--- config.mk ---
export PLATFORM = sky130hd
export DESIGN_NAME = tsr_sensor_regs
export DESIGN_NICKNAME = d
export VERILOG_FILES = /design/src/verilog/tsr_pkg.sv /design/src/verilog/tsr_sensor_regs.sv
export SDC_FILE = /design/constraint.sdc
export NUM_CORES = 1
export LEC_CHECK = 0
export BUFFER_PORTS_ARGS = -buffer_cell sky130_fd_sc_hd__buf_2
export CORE_ASPECT_RATIO = 0.8
export CORE_MARGIN = 2
export CORE_UTILIZATION = 51
export DETAILED_ROUTE_END_ITERATION = 7
export PLACE_DENSITY = 0.69
export SKIP_CTS_REPAIR_TIMING = 1
export SYNTH_ARGS = -nofsm -noshare
export SYNTH_HDL_FRONTEND = slang
export SYNTH_SLANG_ARGS = --single-unit
export TNS_END_PERCENT = 20
--- constraint.sdc ---
create_clock -name SYS_CLK -period 4.45 [get_ports SYS_CLK]
set_input_delay 0.445 -clock SYS_CLK [delete_from_list [all_inputs] [get_ports SYS_CLK]]
set_output_delay 0.445 -clock SYS_CLK [all_outputs]
set_load 0.01 [all_outputs]
--- src/verilog/tsr_pkg.sv ---
// constants shared by the temperature sensor register set
// assumes a single 40 MHz system clock domain; the serial clock is sampled, not used as a clock
package tsr_pkg;

  // ----------------------------------------------------------------
  // command codes and register reset values
  // ----------------------------------------------------------------
  localparam logic [7:0] CMD_TEMP = 8'h00;
  localparam logic [7:0] CMD_CFG = 8'h01;
  localparam logic [7:0] TEMP_RST = 8'h00;
  localparam logic [7:0] CFG_RST = 8'h00;

  // ----------------------------------------------------------------
  // configuration field positions
  // ----------------------------------------------------------------
  localparam int CFG_STANDBY_BIT = 7;
  localparam int CFG_READY_BIT = 6;
  localparam int CFG_RSVD_MSB = 5;

  // ----------------------------------------------------------------
  // serial link and temperature limits
  // ----------------------------------------------------------------
  localparam logic [6:0] SLAVE_ADDR_DEF = 7'h4D;
  localparam logic [3:0] BITS_PER_BYTE = 4'h8;
  localparam int TEMP_MAX_DEG = 127;
  localparam int TEMP_MIN_DEG = -128;
  localparam logic [7:0] TEMP_MAX = 8'h7F;
  localparam logic [7:0] TEMP_MIN = 8'h80;
  localparam int CONV_FRAC_BITS = 2;
  localparam int CONV_WIDTH = 12;

  // ----------------------------------------------------------------
  // serial slave states
  // ----------------------------------------------------------------
  typedef enum logic [3:0] {
    ST_IDLE = 4'b0000,
    ST_ADDR = 4'b0001,
    ST_AACK = 4'b0010,
    ST_CMD = 4'b0011,
    ST_CACK = 4'b0100,
    ST_WDATA = 4'b0101,
    ST_WACK = 4'b0110,
    ST_READ = 4'b0111,
    ST_MACK = 4'b1000
  } tsr_state_type;

endpackage

--- src/verilog/tsr_sensor_regs.sv ---
// temperature sensor register set with its two-wire serial slave
// assumes the conversion front end runs on SYS_CLK; SCL and SDA_IN come from the pins
//
// Overview of operation
// - command 00h selects temperature for reads, 01h selects configuration for reads and writes.
// - configuration bit 7 is the writable standby switch; bits 5..0 read zero.
// - configuration bit 6 is read-only data ready, cleared at reset and on standby.
// - temperature is an 8-bit two's-complement value, one degree per count.
// - temperature changes only by a finished conversion, never by a bus write.
// - readings at or above 127 degrees register as 0111 1111.
// - fractional readings truncate toward negative infinity.
// - both registers are eight bits and reset to zero.
// - a new result is loaded into temperature as data ready goes high.
// - standby halts conversions and freezes temperature; the serial port keeps working.
// - a receive byte returns the register chosen by the last command byte.
// - the device answers only its own 7-bit address, 1001 101b by default.
`timescale 1ns/1ps

module tsr_sensor_regs #(
  parameter logic [6:0] SLAVE_ADDR = tsr_pkg::SLAVE_ADDR_DEF,
  parameter int FRAC_BITS = tsr_pkg::CONV_FRAC_BITS,
  parameter int RAW_W = tsr_pkg::CONV_WIDTH
) (
  input wire logic SYS_CLK,
  input wire logic RST_N,
  input wire logic CLK_EN,
  input wire logic SCL,
  input wire logic SDA_IN,
  output logic SDA_OUT,
  output logic SDA_OE,
  input wire logic CONV_VALID,
  input wire logic signed [RAW_W-1:0] CONV_VALUE,
  output logic CONV_RUN
);

  localparam logic signed [RAW_W-1:0] RAW_MAX = RAW_W'(tsr_pkg::TEMP_MAX_DEG);
  localparam logic signed [RAW_W-1:0] RAW_MIN = RAW_W'(tsr_pkg::TEMP_MIN_DEG);

  tsr_pkg::tsr_state_type state;
  logic [2:0] scl_sync;
  logic [2:0] sda_sync;
  logic [3:0] bit_cnt;
  logic [7:0] shreg;
  logic [7:0] tx;
  logic [7:0] pointer;
  logic [7:0] temp;
  logic rw;
  logic mack_ok;
  logic standby;
  logic ready;
  logic sda_oe;
  logic sda_out;
  logic conv_run;
  logic scl_rise;
  logic scl_fall;
  logic start_seen;
  logic stop_seen;
  logic byte_done;
  logic cfg_wr;
  logic conv_take;
  logic [7:0] rd_value;

  // ----------------------------------------------------------------
  // helpers
  // ----------------------------------------------------------------
  // register read decode, used at both points where a read byte is loaded
  function automatic logic [7:0] reg_read(input logic [7:0] ptr, input logic [7:0] t, input logic sb,
                                          input logic rdy);
    logic [7:0] v;
    v = 8'h00;
    if (ptr == tsr_pkg::CMD_TEMP)
      v = t;
    else if (ptr == tsr_pkg::CMD_CFG)
      v = {sb, rdy, 6'h00};
    return v;
  endfunction

  // arithmetic shift floors toward minus infinity, then clamp to the 8-bit range
  function automatic logic [7:0] sat_temp(input logic signed [RAW_W-1:0] raw);
    logic signed [RAW_W-1:0] fl;
    logic [7:0] v;
    fl = raw >>> FRAC_BITS;
    v = fl[7:0];
    if (fl > RAW_MAX)
      v = tsr_pkg::TEMP_MAX;
    else if (fl < RAW_MIN)
      v = tsr_pkg::TEMP_MIN;
    return v;
  endfunction

  // ----------------------------------------------------------------
  // pin synchronisers and condition detection
  // ----------------------------------------------------------------
  // stage 0 feeds stage 1 only; edges compare stages 1 and 2
  always_ff @(posedge SYS_CLK or negedge RST_N)
  begin
    if (!RST_N)
    begin
      scl_sync <= 3'h7;
      sda_sync <= 3'h7;
    end
    else if (CLK_EN)
    begin
      scl_sync <= {scl_sync[1:0], SCL};
      sda_sync <= {sda_sync[1:0], SDA_IN};
    end
  end

  assign scl_rise = scl_sync[1] & ~scl_sync[2];
  assign scl_fall = ~scl_sync[1] & scl_sync[2];
  assign start_seen = scl_sync[1] & scl_sync[2] & ~sda_sync[1] & sda_sync[2];
  assign stop_seen = scl_sync[1] & scl_sync[2] & sda_sync[1] & ~sda_sync[2];
  assign byte_done = scl_fall && (bit_cnt == tsr_pkg::BITS_PER_BYTE);
  assign cfg_wr = byte_done && (state == tsr_pkg::ST_WDATA) && (pointer == tsr_pkg::CMD_CFG);
  // a standby write in the same cycle blocks the result, so ready never sets in standby
  assign conv_take = CLK_EN && CONV_VALID && !standby && !(cfg_wr && shreg[tsr_pkg::CFG_STANDBY_BIT]);
  assign rd_value = reg_read(pointer, temp, standby, ready);

  // ----------------------------------------------------------------
  // serial slave state machine
  // ----------------------------------------------------------------
  always_ff @(posedge SYS_CLK or negedge RST_N)
  begin
    if (!RST_N)
    begin
      state <= tsr_pkg::ST_IDLE;
      bit_cnt <= 4'h0;
      shreg <= 8'h00;
      tx <= 8'h00;
      rw <= 1'b0;
      mack_ok <= 1'b0;
      sda_oe <= 1'b0;
    end
    else if (CLK_EN)
    begin
      if (start_seen)
      begin
        state <= tsr_pkg::ST_ADDR;
        bit_cnt <= 4'h0;
        sda_oe <= 1'b0;
      end
      else if (stop_seen)
      begin
        state <= tsr_pkg::ST_IDLE;
        sda_oe <= 1'b0;
      end
      else if (scl_rise)
      begin
        if (state == tsr_pkg::ST_MACK)
          mack_ok <= ~sda_sync[1];
        else if (state inside {tsr_pkg::ST_ADDR, tsr_pkg::ST_CMD, tsr_pkg::ST_WDATA, tsr_pkg::ST_READ})
        begin
          shreg <= {shreg[6:0], sda_sync[1]};
          bit_cnt <= bit_cnt + 4'h1;
        end
      end
      else if (scl_fall)
      begin
        unique case (state)
          tsr_pkg::ST_IDLE:
            sda_oe <= 1'b0;
          tsr_pkg::ST_ADDR:
            if (byte_done)
            begin
              if (shreg[7:1] == SLAVE_ADDR)
              begin
                sda_oe <= 1'b1;
                rw <= shreg[0];
                state <= tsr_pkg::ST_AACK;
              end
              else
                state <= tsr_pkg::ST_IDLE;
            end
          tsr_pkg::ST_AACK:
          begin
            bit_cnt <= 4'h0;
            if (rw)
            begin
              // receive byte and read byte both answer from the held pointer
              sda_oe <= ~rd_value[7];
              tx <= {rd_value[6:0], 1'b0};
              state <= tsr_pkg::ST_READ;
            end
            else
            begin
              sda_oe <= 1'b0;
              state <= tsr_pkg::ST_CMD;
            end
          end
          tsr_pkg::ST_CMD:
            if (byte_done)
            begin
              sda_oe <= 1'b1;
              state <= tsr_pkg::ST_CACK;
            end
          tsr_pkg::ST_CACK, tsr_pkg::ST_WACK:
          begin
            sda_oe <= 1'b0;
            bit_cnt <= 4'h0;
            state <= tsr_pkg::ST_WDATA;
          end
          tsr_pkg::ST_WDATA:
            if (byte_done)
            begin
              sda_oe <= 1'b1;
              state <= tsr_pkg::ST_WACK;
            end
          tsr_pkg::ST_READ:
            if (byte_done)
            begin
              sda_oe <= 1'b0;
              state <= tsr_pkg::ST_MACK;
            end
            else
            begin
              sda_oe <= ~tx[7];
              tx <= {tx[6:0], 1'b0};
            end
          tsr_pkg::ST_MACK:
          begin
            bit_cnt <= 4'h0;
            if (mack_ok)
            begin
              sda_oe <= ~rd_value[7];
              tx <= {rd_value[6:0], 1'b0};
              state <= tsr_pkg::ST_READ;
            end
            else
            begin
              sda_oe <= 1'b0;
              state <= tsr_pkg::ST_IDLE;
            end
          end
          default:
          begin
            sda_oe <= 1'b0;
            state <= tsr_pkg::ST_IDLE;
          end
        endcase
      end
    end
  end

  // ----------------------------------------------------------------
  // command pointer, configuration and temperature registers
  // ----------------------------------------------------------------
  always_ff @(posedge SYS_CLK or negedge RST_N)
  begin
    if (!RST_N)
      pointer <= tsr_pkg::CMD_TEMP;
    else if (CLK_EN && byte_done && state == tsr_pkg::ST_CMD)
      pointer <= shreg;
  end

  always_ff @(posedge SYS_CLK or negedge RST_N)
  begin
    if (!RST_N)
    begin
      standby <= tsr_pkg::CFG_RST[tsr_pkg::CFG_STANDBY_BIT];
      ready <= tsr_pkg::CFG_RST[tsr_pkg::CFG_READY_BIT];
    end
    else if (CLK_EN)
    begin
      if (cfg_wr)
        standby <= shreg[tsr_pkg::CFG_STANDBY_BIT];
      if (cfg_wr && shreg[tsr_pkg::CFG_STANDBY_BIT])
        ready <= 1'b0;
      else if (conv_take)
        ready <= 1'b1;
    end
  end

  // only the conversion path writes temperature; bus writes to 00h are dropped
  always_ff @(posedge SYS_CLK or negedge RST_N)
  begin
    if (!RST_N)
      temp <= tsr_pkg::TEMP_RST;
    else if (conv_take)
      temp <= sat_temp(CONV_VALUE);
  end

  always_ff @(posedge SYS_CLK or negedge RST_N)
  begin
    if (!RST_N)
    begin
      conv_run <= 1'b0;
      sda_out <= 1'b0;
    end
    else if (CLK_EN)
    begin
      conv_run <= ~standby;
      sda_out <= 1'b0;
    end
  end

  assign SDA_OE = sda_oe;
  assign SDA_OUT = sda_out;
  assign CONV_RUN = conv_run;
endmodule

* Yosys cells after proc, flatten, opt, wreduce, memory -nomap -nowiden
Cells that the tools add are included. W data, S select, Z words.
Cells by class: magnitude comparators 2, equal/unequal tests 25, reductions and logical operators 31, add/subtract/negate cells 1, mux-type cells 40, bitwise gates (word level) 18
Operators by type and width (count):
- $mux W4 | 15
- $mux W8 | 7
- $pmux W4 S8 | 1
- $pmux W8 S3 | 1
- $reduce_and A6 Y1 | 3
- $eq A4 B3 Y1 const B | 4
- $ne A4 B4 Y1 const B | 4
- $reduce_and A8 Y1 | 2
- $mux W1 | 12
- $reduce_bool A3 Y1 | 4
- $not A1 Y1 | 11
- $gt A10 B8 Y1 const B | 1
- $lt A10 B8 Y1 const B | 1
- $logic_and A1 B1 Y1 | 9
- $reduce_and A9 Y1 | 1
- $eq A4 B2 Y1 const B | 2
- $eq A4 B4 Y1 const B | 2
- $eq A8 B1 Y1 const B | 1
- $logic_not A8 Y1 | 1
- $ne A2 B2 Y1 const B | 4
- $and A1 B1 Y1 | 7
- $eq A7 B7 Y1 const B | 1
- $mux W3 | 2
- $ne A3 B1 Y1 const B | 2
- 15 further kinds | 19
Word-level totals: word-level logic and storage cells 131, register bits 52, input bits 18, output and inout port bits 3

* Depth between registers and ports, before layout
depth after elaboration 10, mapped depth 8, mapped depth without buffers 7

* Worst setup path before layout
No wires, ideal clock.
path type register to register, from reg scl_sync[2], to reg state[2], buffers on the path 1, path slack 2.334 ns, arrival time 1.991 ns, stages on the path, launching flop included 7, required time 4.325 ns, library setup time 0.125 ns, clock period less this slack 2.116 ns, cells stage by stage dfstp_2 -> ha_1 -> and4b_1 -> buf_2 -> o21ai_0 -> a311oi_2 -> mux2_4
On the way: longest elaborated chain between the ends 5, elaborated cells between the ends (all ways) 19, those cells by class eq/ne: 6; mux: 2; bitwise: 8; reduce/logical: 3
RTL lines:
- start: declaration | line tsr_sensor_regs.sv:40 | logic [2:0] scl_sync;
- start signal: assignment | line tsr_sensor_regs.sv:104 | scl_sync <= {scl_sync[1:0], SCL};
- $and A1 B1 Y1 | line tsr_sensor_regs.sv:111, tsr_sensor_regs.sv:112
- $and A1 B1 Y1 (on tied branches) (2 in a row) | line tsr_sensor_regs.sv:111, tsr_sensor_regs.sv:112
- $ne A4 B4 Y1 (no source line), or another cell as far along
- $reduce_and A8 Y1 (no source line) or $mux W4 (tied branches)
- end signal: assignment | line tsr_sensor_regs.sv:126 | state <= tsr_pkg::ST_IDLE;
- end signal: assignment | line tsr_sensor_regs.sv:138 | state <= tsr_pkg::ST_ADDR;
- end signal: assignment | line tsr_sensor_regs.sv:144 | state <= tsr_pkg::ST_IDLE;
- end: declaration | line tsr_sensor_regs.sv:39 | tsr_pkg::tsr_state_type state;
Several ways; a longest one is shown, not always the timed one. A chain may end at the register's enable or synchronous reset.

* Worst setup path after layout
from reg state[0], to reg tx[3]
On the way: longest elaborated chain between the ends 3, elaborated cells between the ends (all ways) 9, those cells by class eq/ne: 6; mux: 1; reduce/logical: 2
RTL lines:
- $eq A4 B3 Y1, or another cell as far along | line tsr_sensor_regs.sv:159 | unique case (state)
- $ne A2 B2 Y1 (no source line) or $reduce_bool A3 Y1 (tied branches)
- $reduce_and A9 Y1 (no source line)
- end signal: assignment | line tsr_sensor_regs.sv:181 | tx <= {rd_value[6:0], 1'b0};
- end signal: assignment | line tsr_sensor_regs.sv:217 | tx <= {tx[6:0], 1'b0};
- end signal: assignment | line tsr_sensor_regs.sv:225 | tx <= {rd_value[6:0], 1'b0};
- end: declaration | line tsr_sensor_regs.sv:44 | logic [7:0] tx;
Several ways; a longest one is shown, not always the timed one.

==> flow_metrics.env <==
export IMPL_grtUsageTotal_pct=17.5
export IMPL_fin_setup_tns_ns=0
export IMPL_cts_tree="yes"
export IMPL_fill_cells=475
export IMPL_relSlewSlack_pct=48.6
export IMPL_worstSetupStartpoint="state[0]$_DFFE_PN0P_"
export IMPL_sw_frac_of_total_pct=36.3
export IMPL_path_max_fanout=12
export IMPL_syn_num_nets=292
export IMPL_grt_pass1_wl_mm=8.56
export IMPL_ctsLongestPathBuffers=2
export IMPL_status="complete, no violations"
export IMPL_setup_violations_final=0
export IMPL_synthCells=269
export IMPL_cts_buffers=5
export IMPL_synth_top_cell_area_share_pct=40.7
export IMPL_worstPathArrival_ns=2.59
export IMPL_rsz0062_at_grt="no"
export IMPL_rows=23
export IMPL_drv_cap=0
export IMPL_clock_latency_ns=0.30
export IMPL_worst_pin_slew_ns=0.768
export IMPL_antenna_found_initial=0
export IMPL_clkTransAtPathRegs_ns=0.09
export IMPL_syn_to_final_growth_pct=6.92
export IMPL_dp_hpwl_mm=3.61
export IMPL_dieWidth_um=86.4
export IMPL_routed_wl_mm=4.98
export IMPL_hold_class="in -> async"
export IMPL_mostFrequentLayoutCell="dfrtp_1"
export IMPL_power_per_cell_area_nw_per_um2=488
export IMPL_fin_ws_ns=2.05
export IMPL_ctsRootBufferMaster="clkbuf_8"
export IMPL_fin_crit_ns=2.40
export IMPL_cts_htree_levels=2
export IMPL_hold_violations=0
export IMPL_detail_route_antenna_nets=0
export IMPL_vias_per_cell=5.79
export IMPL_synthTopCellsByArea="dfrtp_1 (41%), mux2_2 (14%), dfstp_2 (5.7%)"
export IMPL_detail_route_wl_per_cell_um=14.4
export IMPL_critPathSlowestCell="dfrtp_1"
export IMPL_pwr_share_seq_pct=49.1
export IMPL_initial_core_util_pct=54.0
export IMPL_antennaDiodeCount=0
export IMPL_vias=1997
export IMPL_synthArstFlopShare_pct=100
export IMPL_core_area_um2=5120
export IMPL_p_switching_w=0.000525
export IMPL_synth_distinct_cells=46
export IMPL_die_area_um2=6040
export IMPL_drive_above_1_share_pct=24.7
export IMPL_finClkSkew_ns=0.00689
export IMPL_grt_pass1_vias=1777
export IMPL_cp_end_kind="register"
export IMPL_crit_chain="nor2b_1, and3_1, a22o_1, nand4_1, mux2_2"
export IMPL_critical_path_class="reg -> reg"
export IMPL_synth_avg_cell_area_um2=10.3
export IMPL_total_power_w=0.00145
export IMPL_grt_max_degree=52
export IMPL_critPathLaunchType="register"
export IMPL_place_gp_congestion=0.879
export IMPL_slowest_delay_ns=0.55
export IMPL_comb_power_share_pct=33.2
export IMPL_port_buffers=17
export IMPL_slew_viol_final=0
export IMPL_synth_warnings=0
export IMPL_nNetsFinal=305
export IMPL_grt_ovfl_total=0
export IMPL_synth_seq_cells=51
export IMPL_fin_crit_sh_pct=54.0
export IMPL_clkPwrFrac_pct=17.7
export IMPL_cts_sinks=51
export IMPL_synth_edf_count=0
export IMPL_max_freq_ghz=0.416
export IMPL_synth_seq_area_share_pct=46.4
export IMPL_synthFlopType="dfrtp_1"
export IMPL_cp_required_ns=4.63
export IMPL_synth_largest_area_cell="dfrtp_1"
export IMPL_timing_rr_start="state[0]$_DFFE_PN0P_"
export IMPL_preCtsSetupSlack_ns=2.03
export IMPL_intPower_w=0.000920
export IMPL_vdd_drop_max_v=0.000255
export IMPL_leakage_nw=1.35
export IMPL_num_io_pins=21
export IMPL_die_y_um=69.9
export IMPL_dr_pass1_iters=5
export IMPL_layout_common_cells="dfrtp_1 (45), mux2_2 (34), nor2_1 (30), nand2_1 (28), buf_2 (17)"
export IMPL_drtIter0Drc=128
export IMPL_synth_area_um2=2770
export IMPL_drc=0
==> cells in the mapped netlist, types with 2 or more instances <==
cell,count
o21ai_0,13
nand2_1,28
o21a_1,3
o31ai_1,3
nand3_1,6
clkbuf_1,6
dfrtp_1,45
nand2b_1,2
or3_1,2
nor2b_1,3
buf_2,3
nand4_1,5
nor4_1,3
inv_1,11
buf_4,2
a21oi_1,12
and3b_1,2
a22o_1,7
nor2_1,30
nor3_1,7
o22ai_1,2
ha_1,5
mux2_2,34
o211ai_1,2
dfstp_2,6
mux2i_1,7
==> critical path: cells and delay by family, from the launching register on <==
kind | cells | cell delay (ns)
AOI/OAI and AO/OA | 1 | 0.21
muxes | 1 | 0.39
DFF | 1 | 0.55
and+or+nand+nor | 3 | 1.14
==> routing by layer <==
metal  track usage (%)  vias to the layer above  share of wire (%)
li1                  -                      985                  -
met1              28.0                      963                 53
met2              24.1                       45                 42
met3              4.14                        4                4.6
met4              3.30                        0               0.44
met5                 0                        -                  0
==> area by class of cell <==
class / count / area [um^2] / share of cell area, %
Timing Repair Buffer: 18 / 92.6 / 3.13
Sequential cell: 51 / 1280 / 43.4
Multi-Input combinational cell: 195 / 1380 / 46.6
Clock inverter: 2 / 12.5 / 0.423
Clock buffer: 6 / 72.6 / 2.45
Tap cell: 62 / 77.6 / 2.62
Inverter: 11 / 41.3 / 1.40
==> power by group through the flow <==
stage | Clock (W) | Sequential (W) | Combinational (W)
finish | 0.000256 | 0.000709 | 0.000480
global route | 0.000286 | 0.000735 | 0.000539
CTS | 0.000266 | 0.000708 | 0.000481
detailed placement | 0 | 0.000716 | 0.000479
global placement | 0 | 0.000714 | 0.000469
floorplan | 0 | 0.000648 | 0.000436
==> flip-flops by register name, summed over array words and instances (netlist names) <==
name and cells:
shreg 8, standby 1, temp 8, pointer 8
state 4, CONV_RUN 1, mack_ok 1, sda_sync 3
rw 1, tx 7, bit_cnt 4, ready 1
scl_sync 3, SDA_OE 1
==> logic make-up after synthesis <==
kind of cell / count (synthesis) / share of synthesized area, %
simple gates: 93 / 16.0
fa+ha+maj: 5 / 2.26
other cells: 1 / 0.135
xor+xnor: 1 / 0.317
mux: 42 / 16.9
buf+inv: 23 / 3.80
flops: 51 / 46.4
compound gates: 53 / 14.2
==> stage by stage <==
step / utilization (%) / cells / area, um^2 / hold WS [ns]
after detailed placement: 56.1 / 337 / 2870 / 0.481
final: 57.8 / 345 / 2960 / 0.235
after CTS: 57.8 / 345 / 2960 / 0.273
after global routing: 57.8 / 345 / 2960 / 0.300
after floorplan: - / 269 / 2770 / 0.149
after global placement: 56.1 / 337 / 2870 / 0.476
==> path summary, 6_finish.rpt <==
kind	slack, ns	to	cells after the start
setup / recovery	2.05	tx[3]$_DFFE_PN0P_	5
hold / removal	0.24	bit_cnt[3]$_DFFE_PN0P_	2
setup reg to reg	2.05	tx[3]$_DFFE_PN0P_	5
hold reg to reg	0.49	scl_sync[1]$_DFFE_PN1P_	2
max in group asynchronous	3.79	bit_cnt[1]$_DFFE_PN0P_	2
min in group SYS_CLK	0.38	scl_sync[0]$_DFFE_PN1P_	2
No activity file was read; power rests on OpenSTA's default activity.
